--- config.mk ---
export PLATFORM = sky130hd
export DESIGN_NAME = rcc_regs
export DESIGN_NICKNAME = d
export VERILOG_FILES = /design/src/verilog/rcc_pkg.sv /design/src/verilog/rcc_regs.sv
export VERILOG_INCLUDE_DIRS = /design/src /design/src/verilog
export SDC_FILE = /design/constraint.sdc
export NUM_CORES = 1
export LEC_CHECK = 0
export BUFFER_PORTS_ARGS = -buffer_cell sky130_fd_sc_hd__buf_2
export CORE_ASPECT_RATIO = 0.6
export CORE_MARGIN = 1
export CORE_UTILIZATION = 62
export CTS_BUF_LIST = sky130_fd_sc_hd__clkbuf_8
export CTS_CLUSTER_DIAMETER = 40
export DETAILED_ROUTE_END_ITERATION = 8
export PLACE_DENSITY = 0.83
export SYNTH_ARGS = -nofsm -noshare
export SYNTH_HDL_FRONTEND = slang
export SYNTH_SLANG_ARGS = --single-unit
--- constraint.sdc ---
create_clock -name sys_clk -period 5.5 [get_ports sys_clk]
set_input_delay 0 -clock sys_clk [delete_from_list [all_inputs] [get_ports sys_clk]]
set_output_delay 0 -clock sys_clk [all_outputs]
set_load 0.02 [all_outputs]
--- src/verilog/rcc_consts.svh ---
// offsets, field positions, reset values and timing for the channel config registers
`ifndef RCC_CONSTS_SVH
`define RCC_CONSTS_SVH

`define RCC_OFS_A_DEEMPH     8'h11
`define RCC_OFS_A_IDLE       8'h12
`define RCC_OFS_SPARE_A      8'h13
`define RCC_OFS_B_SPARE      8'h14
`define RCC_OFS_B_DETECT     8'h15
`define RCC_OFS_B_EQ         8'h16

`define RCC_RST_A_DEEMPH     8'h82
`define RCC_RST_A_IDLE       8'h00
`define RCC_RST_SPARE        8'h00
`define RCC_RST_B_DETECT     8'h00
`define RCC_RST_B_EQ         8'h2f

`define RCC_RATE_HI          6
`define RCC_RATE_LO          5
`define RCC_DEEMPH_HI        2
`define RCC_DEEMPH_LO        0
`define RCC_DEEMPH_WR_MASK   8'h1f
`define RCC_A_DEEMPH_FIXED   8'h80
`define RCC_IDLE_ASSERT_HI   3
`define RCC_IDLE_ASSERT_LO   2
`define RCC_IDLE_DEASSERT_HI 1
`define RCC_IDLE_DEASSERT_LO 0
`define RCC_DETECT_HI        3
`define RCC_DETECT_LO        2
`define RCC_IDLE_DEFAULT     2'h0

`define RCC_CLK_HZ           10000000
`define RCC_TRY_PERIOD_MS    12
`define RCC_TRY_PERIOD_CYC   ((`RCC_CLK_HZ / 1000) * `RCC_TRY_PERIOD_MS)
`define RCC_TRY_LIMIT        50

`endif

--- src/verilog/rcc_pkg.sv ---
// types shared by the channel config register bank
package rcc_pkg;

	typedef enum logic [1:0]
	{
		DET_HIGH_Z,
		DET_AUTO_LIMITED,
		DET_AUTO_UNLIMITED,
		DET_FIXED_50
	} rcc_det_mode_e;

	typedef enum logic [1:0]
	{
		ST_IDLE,
		ST_SEARCH,
		ST_FOUND,
		ST_GAVE_UP
	} rcc_det_state_e;

	typedef logic [7:0] rcc_byte_t;

endpackage

--- src/verilog/rcc_regs.sv ---
// channel a / channel b configuration registers with far-end detect sequencer
// How it works
// - rate detected reads back at bits 6:5
// - de-emphasis code bits 2:0, default 010
// - idle assert level bits 3:2, default 00
// - idle deassert level bits 1:0, default 00
// - idle levels apply only when global enable
// - mode 00 high-z, mode 11 fixed 50 ohm
// - mode 01 tries every 12 ms, 50 times
// - mode 10 tries every 12 ms forever
// - auto modes high-z until detected, then 50
// - register mode overrides the pin mode
// - eight-bit equalizer level, default 0x2f
`timescale 1ns/1ps
`include "rcc_consts.svh"

module rcc_regs
	import rcc_pkg::*;
#(
	parameter int unsigned TRY_PERIOD_CYC = `RCC_TRY_PERIOD_CYC
)
(
	// clock, reset, enable
	input  wire logic       sys_clk,
	input  wire logic       rst_n,
	input  wire logic       clk_en,
	// register access from the management bus engine
	input  wire logic [7:0] reg_addr,
	input  wire logic       reg_wr,
	input  wire logic [7:0] reg_wdata,
	input  wire logic       reg_rd,
	output logic      [7:0] reg_rdata,
	output logic            reg_rvalid,
	// global control bit, kept in the global register elsewhere
	input  wire logic       idle_thresh_enable,
	// channel a
	input  wire logic [1:0] rate_detected_a,
	output logic      [2:0] tx_deemph_level_a,
	output logic      [1:0] idle_assert_level_a,
	output logic      [1:0] idle_deassert_level_a,
	// channel b
	input  wire logic [1:0] far_end_detect_mode_pin_b,
	input  wire logic       far_end_present_b,
	output logic            detect_try_b,
	output logic            term_50_b,
	output logic      [7:0] eq_level_b
);

	rcc_byte_t      a_deemph_q;
	rcc_byte_t      a_idle_q;
	rcc_byte_t      spare_a_q;
	rcc_byte_t      b_spare_q;
	rcc_byte_t      b_detect_q;
	rcc_byte_t      b_eq_q;
	logic           mode_written_q;
	rcc_det_state_e det_state_q;
	rcc_det_state_e det_state_d;
	rcc_det_mode_e  mode_prev_q;
	logic [31:0]    tick_q;
	logic [5:0]     tries_q;
	logic [7:0]     rdata_q;
	logic           rvalid_q;
	logic           term_q;
	logic [2:0]     deemph_out_q;
	logic [1:0]     assert_out_q;
	logic [1:0]     deassert_out_q;

	function automatic logic hit(input logic [7:0] addr, input logic [7:0] ofs);
		hit = (addr == ofs);
	endfunction

	wire logic wr_a_deemph = reg_wr && hit(reg_addr, `RCC_OFS_A_DEEMPH);
	wire logic wr_a_idle   = reg_wr && hit(reg_addr, `RCC_OFS_A_IDLE);
	wire logic wr_spare_a  = reg_wr && hit(reg_addr, `RCC_OFS_SPARE_A);
	wire logic wr_b_spare  = reg_wr && hit(reg_addr, `RCC_OFS_B_SPARE);
	wire logic wr_b_detect = reg_wr && hit(reg_addr, `RCC_OFS_B_DETECT);
	wire logic wr_b_eq     = reg_wr && hit(reg_addr, `RCC_OFS_B_EQ);

	wire rcc_byte_t a_deemph_view = `RCC_A_DEEMPH_FIXED
		| {1'b0, rate_detected_a, a_deemph_q[4:0]};

	// unmapped offsets read as zero
	wire rcc_byte_t rd_mux =
		hit(reg_addr, `RCC_OFS_A_DEEMPH) ? a_deemph_view :
		hit(reg_addr, `RCC_OFS_A_IDLE)   ? a_idle_q :
		hit(reg_addr, `RCC_OFS_SPARE_A)  ? spare_a_q :
		hit(reg_addr, `RCC_OFS_B_SPARE)  ? b_spare_q :
		hit(reg_addr, `RCC_OFS_B_DETECT) ? b_detect_q :
		hit(reg_addr, `RCC_OFS_B_EQ)     ? b_eq_q : 8'h00;

	wire rcc_det_mode_e mode_eff = rcc_det_mode_e'(mode_written_q
		? b_detect_q[`RCC_DETECT_HI:`RCC_DETECT_LO] : far_end_detect_mode_pin_b);
	wire logic mode_changed = (mode_eff != mode_prev_q);
	wire logic auto_mode    = (mode_eff == DET_AUTO_LIMITED)
		|| (mode_eff == DET_AUTO_UNLIMITED);
	wire logic tick_done    = (tick_q == TRY_PERIOD_CYC - 1);
	wire logic try_now      = clk_en && !mode_changed
		&& (det_state_q == ST_SEARCH) && tick_done;

	// try budget reached on this attempt
	wire logic last_try = (mode_eff == DET_AUTO_LIMITED)
		&& (tries_q == 6'(`RCC_TRY_LIMIT - 1));

	always_comb
	begin
		det_state_d = det_state_q;
		if (mode_changed)
			det_state_d = auto_mode ? ST_SEARCH : ST_IDLE;
		else if (try_now)
		begin
			// switch to 50 ohm on success
			if (far_end_present_b)
				det_state_d = ST_FOUND;
			// give up after the last try
			else if (last_try)
				det_state_d = ST_GAVE_UP;
			else
				det_state_d = ST_SEARCH;
		end
	end

	always_ff @(posedge sys_clk or negedge rst_n)
	begin
		if (!rst_n)
		begin
			a_deemph_q     <= `RCC_RST_A_DEEMPH;
			a_idle_q       <= `RCC_RST_A_IDLE;
			spare_a_q      <= `RCC_RST_SPARE;
			b_spare_q      <= `RCC_RST_SPARE;
			b_detect_q     <= `RCC_RST_B_DETECT;
			b_eq_q         <= `RCC_RST_B_EQ;
			mode_written_q <= 1'b0;
		end
		else if (clk_en)
		begin
			// de-emphasis field, rate bits stay read-only
			if (wr_a_deemph)
				a_deemph_q <= reg_wdata & `RCC_DEEMPH_WR_MASK;
			if (wr_a_idle)
				a_idle_q <= reg_wdata;
			if (wr_spare_a)
				spare_a_q <= reg_wdata;
			if (wr_b_spare)
				b_spare_q <= reg_wdata;
			if (wr_b_detect)
			begin
				b_detect_q     <= reg_wdata;
				mode_written_q <= 1'b1;
			end
			if (wr_b_eq)
				b_eq_q <= reg_wdata;
		end
	end

	// detection sequencer; a mode change restarts the count and the try budget
	always_ff @(posedge sys_clk or negedge rst_n)
	begin
		if (!rst_n)
		begin
			det_state_q <= ST_IDLE;
			mode_prev_q <= DET_HIGH_Z;
			tick_q      <= 32'h0;
			tries_q     <= 6'h0;
		end
		else if (clk_en)
		begin
			det_state_q <= det_state_d;
			mode_prev_q <= mode_eff;
			if (mode_changed || det_state_q != ST_SEARCH || tick_done)
				tick_q <= 32'h0;
			else
				tick_q <= tick_q + 32'h1;
			if (mode_changed)
				tries_q <= 6'h0;
			else if (try_now)
				tries_q <= tries_q + 6'h1;
		end
	end

	// outputs from flip-flops; read valid pulses one cycle after the strobe, read data holds until the next read
	always_ff @(posedge sys_clk or negedge rst_n)
	begin
		if (!rst_n)
		begin
			rdata_q        <= 8'h00;
			rvalid_q       <= 1'b0;
			term_q         <= 1'b0;
			deemph_out_q   <= 3'h0;
			assert_out_q   <= `RCC_IDLE_DEFAULT;
			deassert_out_q <= `RCC_IDLE_DEFAULT;
		end
		else if (clk_en)
		begin
			rvalid_q <= reg_rd;
			if (reg_rd)
				rdata_q <= rd_mux;
			// fixed modes; auto modes follow detection
			term_q <= (mode_eff == DET_FIXED_50)
				|| (auto_mode && det_state_d == ST_FOUND);
			// channel a fields drive channel a only
			deemph_out_q <= a_deemph_q[`RCC_DEEMPH_HI:`RCC_DEEMPH_LO];
			// thresholds only under the global enable
			assert_out_q <= idle_thresh_enable
				? a_idle_q[`RCC_IDLE_ASSERT_HI:`RCC_IDLE_ASSERT_LO] : `RCC_IDLE_DEFAULT;
			deassert_out_q <= idle_thresh_enable
				? a_idle_q[`RCC_IDLE_DEASSERT_HI:`RCC_IDLE_DEASSERT_LO]
				: `RCC_IDLE_DEFAULT;
		end
	end

	assign reg_rdata             = rdata_q;
	assign reg_rvalid            = rvalid_q;
	assign tx_deemph_level_a     = deemph_out_q;
	assign idle_assert_level_a   = assert_out_q;
	assign idle_deassert_level_a = deassert_out_q;
	assign detect_try_b          = try_now;
	assign term_50_b             = term_q;
	assign eq_level_b            = b_eq_q;

endmodule

==> results of run 1 <==
## cells by family after synthesis
family	count (synthesis)	synth area share (%)
flops	105	50.0
fa+ha+maj	5	1.19
xor+xnor	28	4.80
buf+inv	38	3.06
simple gates	187	18.8
compound gates	70	9.02
mux	61	13.1
## flip-flops by register name, indices dropped and copies added, names as in the netlist
register               cells
b_detect_q                 8
reg_rvalid                 1
term_50_b                  1
tx_deemph_level_a          3
mode_written_q             1
a_deemph_q                 5
idle_deassert_level_a      2
tick_q                    32
idle_assert_level_a        2
det_state_q                2
mode_prev_q                2
tries_q                    6
b_spare_q                  8
reg_rdata                  8
spare_a_q                  8
eq_level_b                 8
a_idle_q                   8
## per-stage QoR
step | instance area, um^2 | hold WS (ns) | setup slack (ns) | utilization [%] | std cells
after floorplan | 5270 | -0.296 | 3.55 | - | 494
after global placement | 5580 | -0.0214 | 3.12 | 69.4 | 633
after detailed placement | 5580 | -0.0185 | 3.04 | 69.4 | 633
after CTS | 5940 | 0.0184 | 3.01 | 73.9 | 663
after global routing | 5940 | 0.0473 | 2.78 | 73.9 | 663
final | 5940 | 0.0262 | 2.97 | 73.9 | 663
## report_power, final
group	switching [mW]	internal [mW]	total [mW]	leakage, nW
Sequential	0.0123	0.789	0.801	1.43
Combinational	0.0899	0.0507	0.141	1.26
Clock	0.269	0.261	0.530	0.115
Total	0.371	1.10	1.47	2.80
## final timing paths
path	slack [ns]	endpoint	startpoint	cells past startpoint
setup / recovery	2.97	tick_q[20]$_DFFE_PN0P_	tick_q[0]$_DFFE_PN0P_	6
hold / removal	0.03	mode_prev_q[1]$_DFFE_PN0P_	far_end_detect_mode_pin_b[1]	3
setup reg to reg	2.97	tick_q[20]$_DFFE_PN0P_	tick_q[0]$_DFFE_PN0P_	6
hold reg to reg	0.50	tries_q[5]$_DFFE_PN0P_	tries_q[5]$_DFFE_PN0P_	1
max in group asynchronous	4.18	tries_q[2]$_DFFE_PN0P_	rst_n	3
min in group asynchronous	0.11	tick_q[14]$_DFFE_PN0P_	rst_n	2
## cell type report
cell class              count  area, um^2  area share, %
repair buffers             68         418           7.03
flip-flops and latches    105        2640           44.4
multi-input cells         351        2470           41.6
well taps                 108         135           2.27
clock buffers               9         124           2.09
clock inverters             7         100           1.68
inverters                  15        56.3          0.948
## what timing repair did
item / CTS / global route
hold endpoints to repair: 87 / 0
endpoints found under the setup margin: 0 / 0
hold buffers: 14 / 0
## metal layers
layer / routed length (um) / vias up
li1: - / 1897
met1: 5670 / 2030
met2: 5270 / 188
met3: 951 / 28
met4: 231 / 0
met5: 0 / -
## placed cells by master (no fill, tap or decap), types with 6 or more instances in the layout
cell type and count:
dfrtp_1 99, nor2_1 52, mux2_2 52, buf_2 51, nand2_1 27, nand3_1 23
xor2_1 22, nand4_1 19, a21oi_1 19, inv_1 15, nand2b_1 15, dlygate4sd3_1 14
o21ai_0 13, and3_1 10, clkbuf_8 9, nor3_1 7, mux2i_1 7, nor4_1 6
dfstp_2 6
## worst min-delay path, cell delays in order
cell     delay (ns)
buf_2          0.10
mux2i_4        0.08
a21oi_1        0.16
==> results.yml, run 1 <==
clocking:
  cts_inserted_buffers: 9
  cts_tree: "yes"
  cts_resized: 0
  clkLatencyLatePin_ns: 0.37
  clock_path_buffers: 2
  cts.htree.levels: 3
  cts.clk_slew.worst_paths_ns: 0.10
  cts_setup_buffers: 0
  clkSinkCount: 105
  cts_root_buf: "clkbuf_8"
synth:
  synth.avg_cell_area_um2: 10.7
  syn_area_mm2: 0.00527
  synth.net_count: 526
  ys_ff_latch: 105
  yosysSeqAreaShare_pct: 50.0
  synth_top_area_share_pct: 47.0
  synth_edf_count: 0
  synth_top_area_cell: "dfrtp_1"
  netlist_top_cells_count: "dfrtp_1, mux2_2, nor2_1"
  ys.flop_type: "dfrtp_1"
  yosysMostFrequentCell: "dfrtp_1"
  synth.distinct_cells: 60
  syn_inst: 494
  ys_async_sr_fraction_pct: 100
  yosysWarningCount: 0
  synth_area_leaders: "dfrtp_1, mux2_2, nor2_1"
critical_path:
  critPathKind: "reg2reg"
  required_ns: 5.72
  path_delay_family: "simple AND/OR/NAND/NOR gates"
  crit_path_end_kind: "register"
  worst_setup_path_start_kind: "register"
  crit_slowest_cell: "a21boi_4"
  worstPathMaxFanout: 27
  cp_cell_sequence: "ha_1, and3_1, nand3_1, or3_1, a21boi_4, nor2_1"
  slowest_delay_ns: 0.68
  path_buf_inv: 0
  cp.arrival_ns: 2.75
route:
  ant_nets: 0
  vias: 4143
  via_per_inst: 6.25
  wire_per_inst_um: 18.3
  drt_iter0_markers: 375
  drc: 0
  drt-total-wl_um: 12100
  firstDrtPassIters: 5
grt:
  grt_first_pass_wirelength_um: 19800
  gr-total-overflow: 0
  grtUsageMet3_pct: 6.37
  use_met1_pct: 44.2
  antenna_found_initial: 0
  grt_max_degree: 71
  busiest_layer: "met1"
  grt_use_met2_pct: 43.4
  grt_pass1_vias: 3920
  grt_usage_pct: 29.7
cells_and_area:
  area_delta_synth_final_pct: 12.8
  drive_above_1_share_pct: 24.7
  num-nets-final: 582
  nFillCells: 538
  diodes: 0
sta:
  clock_skew_ns: 0.0126
  grt_setup_unrepaired: "false"
  final-hold-violation-count: 0
  post-route-period-util_pct: 46.0
  max_slew_margin_pct: 29.1
  tightest_slew_ns: 1.06
  slew_violations: 0
  fin_crit_ns: 2.53
  setup_tns_ns: 0
  fmax_mhz: 395
  setup_violations: 0
die:
  dieArea_mm2: 0.00888
  die_y_um: 73.4
  die_w_um: 121
  initial_utilization_pct: 65.5
  core_mm2: 0.00804
  ioPinCount: 53
  rows: 25
placement:
  dp_hpwl_um: 8420
  gp_congestion: 0.856
  port_buffers: 52
flow_run:
  maxCapViolCount: 0
pwr:
  powerDensity_mw_per_mm2: 248
  total_power_mw: 1.47
  irDropWorstVdd_mv: 0.183
  leakage_nw: 2.80
status:
  status: "completed"
worst_hold_path:
  hold_path_class: "in2reg"
(Power assumes the default switching activity.)
==> run 2, diff against run 1 <==
- CORE_UTILIZATION: 62 -> 55
- PLACE_DENSITY: 0.83 -> 0.78
- clock period: 5.5 -> 2.3 ns (I/O delays scaled with it)
==> run 2 against run 1 <==
Clock-buffer cell count is 1 higher. Highest routed layer unchanged. Core utilization is 7.4 points lower. Critical endpoint is now det_state_q[0]$_DFFE_PN0P_. Sequential share of layout area decreased by 1.4 points. Register-to-register slack worse by 2.8 ns. First-iteration DRC count up 1.3%. Global-route usage down 4.4 points. Clock skew is 0.0028 ns lower. Power grew 130%. Combinational power increased to 2.6 times the previous value. Critical path depth unchanged.
==> results.yml, run 2 (synthesis results as in run 1) <==
route:
  firstDrtPassIters: 5
  vias: 4172
  wire_per_inst_um: 17.1
  drt_iter0_markers: 380
  drt-total-wl_um: 12000
  via_per_inst: 5.93
  ant_nets: 0
  drc: 0
die:
  die_w_um: 128
  initial_utilization_pct: 57.1
  dieArea_mm2: 0.00999
  rows: 27
  core_mm2: 0.00922
  ioPinCount: 53
  die_y_um: 77.8
cells_and_area:
  nFillCells: 741
  postLayoutCoreUtil_pct: 66.5
  final_cell_mix: "dfrtp_1, nor2_1, mux2_2"
  num-nets-final: 601
  drive_above_1_share_pct: 27.5
  diodes: 0
  largest_register: "tick_q"
  final_common_cell: "dfrtp_1"
  area_delta_synth_final_pct: 16.4
  largest_reg_flops: 32
status:
  status: "completed"
critical_path:
  worstPathMaxFanout: 7
  crit_slowest_cell: "dfrtp_1"
  crit_path_end_kind: "register"
  worst_setup_path_start_kind: "register"
  cp_cell_sequence: "ha_1, and3_1, nand3_1, or3_4, o311ai_0, o221ai_1"
  path_delay_family: "simple AND/OR/NAND/NOR gates"
  reg2reg_slack_ns: 0.16
  cp.arrival_ns: 2.36
  slowest_delay_ns: 0.42
  critPathKind: "reg2reg"
  path_buf_inv: 0
  required_ns: 2.52
sta:
  fin_crit_ns: 2.14
  post-route-period-util_pct: 92.9
  max_slew_margin_pct: 54.8
  tightest_slew_ns: 0.676
  setup_tns_ns: 0
  final-hold-violation-count: 0
  slew_violations: 0
  setup_violations: 0
  clock_skew_ns: 0.00979
  fmax_mhz: 468
  grt_setup_unrepaired: "false"
placement:
  dp_hpwl_um: 8630
  gp_congestion: 0.866
  port_buffers: 52
clocking:
  clkLatencyLatePin_ns: 0.36
  cts_tree: "yes"
  clkSinkCount: 105
  clock_path_buffers: 2
  cts.clk_slew.worst_paths_ns: 0.09
  cts_inserted_buffers: 9
  cts.htree.levels: 3
  cts_root_buf: "clkbuf_8"
  cts_setup_buffers: 0
grt:
  grt_first_pass_wirelength_um: 19200
  grt_pass1_vias: 3850
  antenna_found_initial: 0
  grt_max_degree: 55
  gr-total-overflow: 0
  grt_usage_pct: 25.3
pwr:
  powerDensity_mw_per_mm2: 556
  irDropWorstVdd_mv: 0.313
  leakage_nw: 2.90
flow_run:
  maxCapViolCount: 0
worst_hold_path:
  hold_path_class: "in2reg"
==> run 2: changes by cell type in the layout (fill, tap and decap cells not counted), moves of 2 or more <==
cell,previous run,this run
buf_12,0,2
buf_4,3,19
nor4b_1,5,3
clkinvlp_4,0,2
nor4b_2,0,2
inv_6,3,0
==> run 2: power breakdown <==
group | leakage (nW) | internal, mW | switching (mW)
clock network | 0.0995 | 0.526 | 0.610
registers | 1.43 | 1.89 | 0.0292
logic | 1.37 | 0.139 | 0.222
==> run 2: final timing paths <==
kind | start | endpoint | cells after the start
worst max-delay path | tick_q[1]$_DFFE_PN0P_ | det_state_q[0]$_DFFE_PN0P_ | 6
worst min-delay path | far_end_detect_mode_pin_b[1] | mode_prev_q[1]$_DFFE_PN0P_ | 3
worst max register to register | tick_q[1]$_DFFE_PN0P_ | det_state_q[0]$_DFFE_PN0P_ | 6
worst min register to register | tries_q[5]$_DFFE_PN0P_ | tries_q[5]$_DFFE_PN0P_ | 1
max in group asynchronous | rst_n | a_idle_q[3]$_DFFE_PN0P_ | 3
min in group asynchronous | rst_n | spare_a_q[5]$_DFFE_PN0P_ | 2
==> run 2: metrics by stage <==
stage	setup WS (ns)	hold WS [ns]	power, mW	instance area, um^2	cells
2_1_floorplan	0.349	-0.296	2.15	5270	494
3_3_place_gp	0.123	-0.0101	2.28	5760	673
3_5_place_dp	0.0846	-0.00660	2.29	5760	673
4_1_cts	0.0732	0.000442	3.44	6110	704
5_1_grt	0.0337	0.0154	3.54	6130	704
6_report	0.164	0.0200	3.41	6130	704
==> run 2: what timing repair did <==
item | 4_1_cts | 5_1_grt
endpoints found under the hold margin | 87 | 0
endpoints found under the setup margin | 0 | 3
gates resized for setup | 0 | 4
hold buffers | 15 | 0
==> run 2: final cells by class <==
class | instances | area (um^2) | area share, %
Clock buffer | 10 | 138 | 2.24
Sequential cell | 105 | 2640 | 43.0
Multi-Input combinational cell | 351 | 2500 | 40.7
Tap cell | 130 | 163 | 2.65
Timing Repair Buffer | 87 | 588 | 9.59
Clock inverter | 6 | 58.8 | 0.959
Inverter | 15 | 56.3 | 0.918
==> run 2: per-layer routing <==
layer	share of wire [%]	GRT usage, %	vias to the layer above
met3	8.6	7.24	9
met1	48	38.8	2054
met4	0.57	4.71	0
li1	-	-	1930
met2	42	35.4	179
met5	0	0	-
==> run 2: tightest hold or removal path, stage by stage <==
cell and delay, ns:
buf_2 0.10, mux2i_4 0.09, a21oi_1 0.15
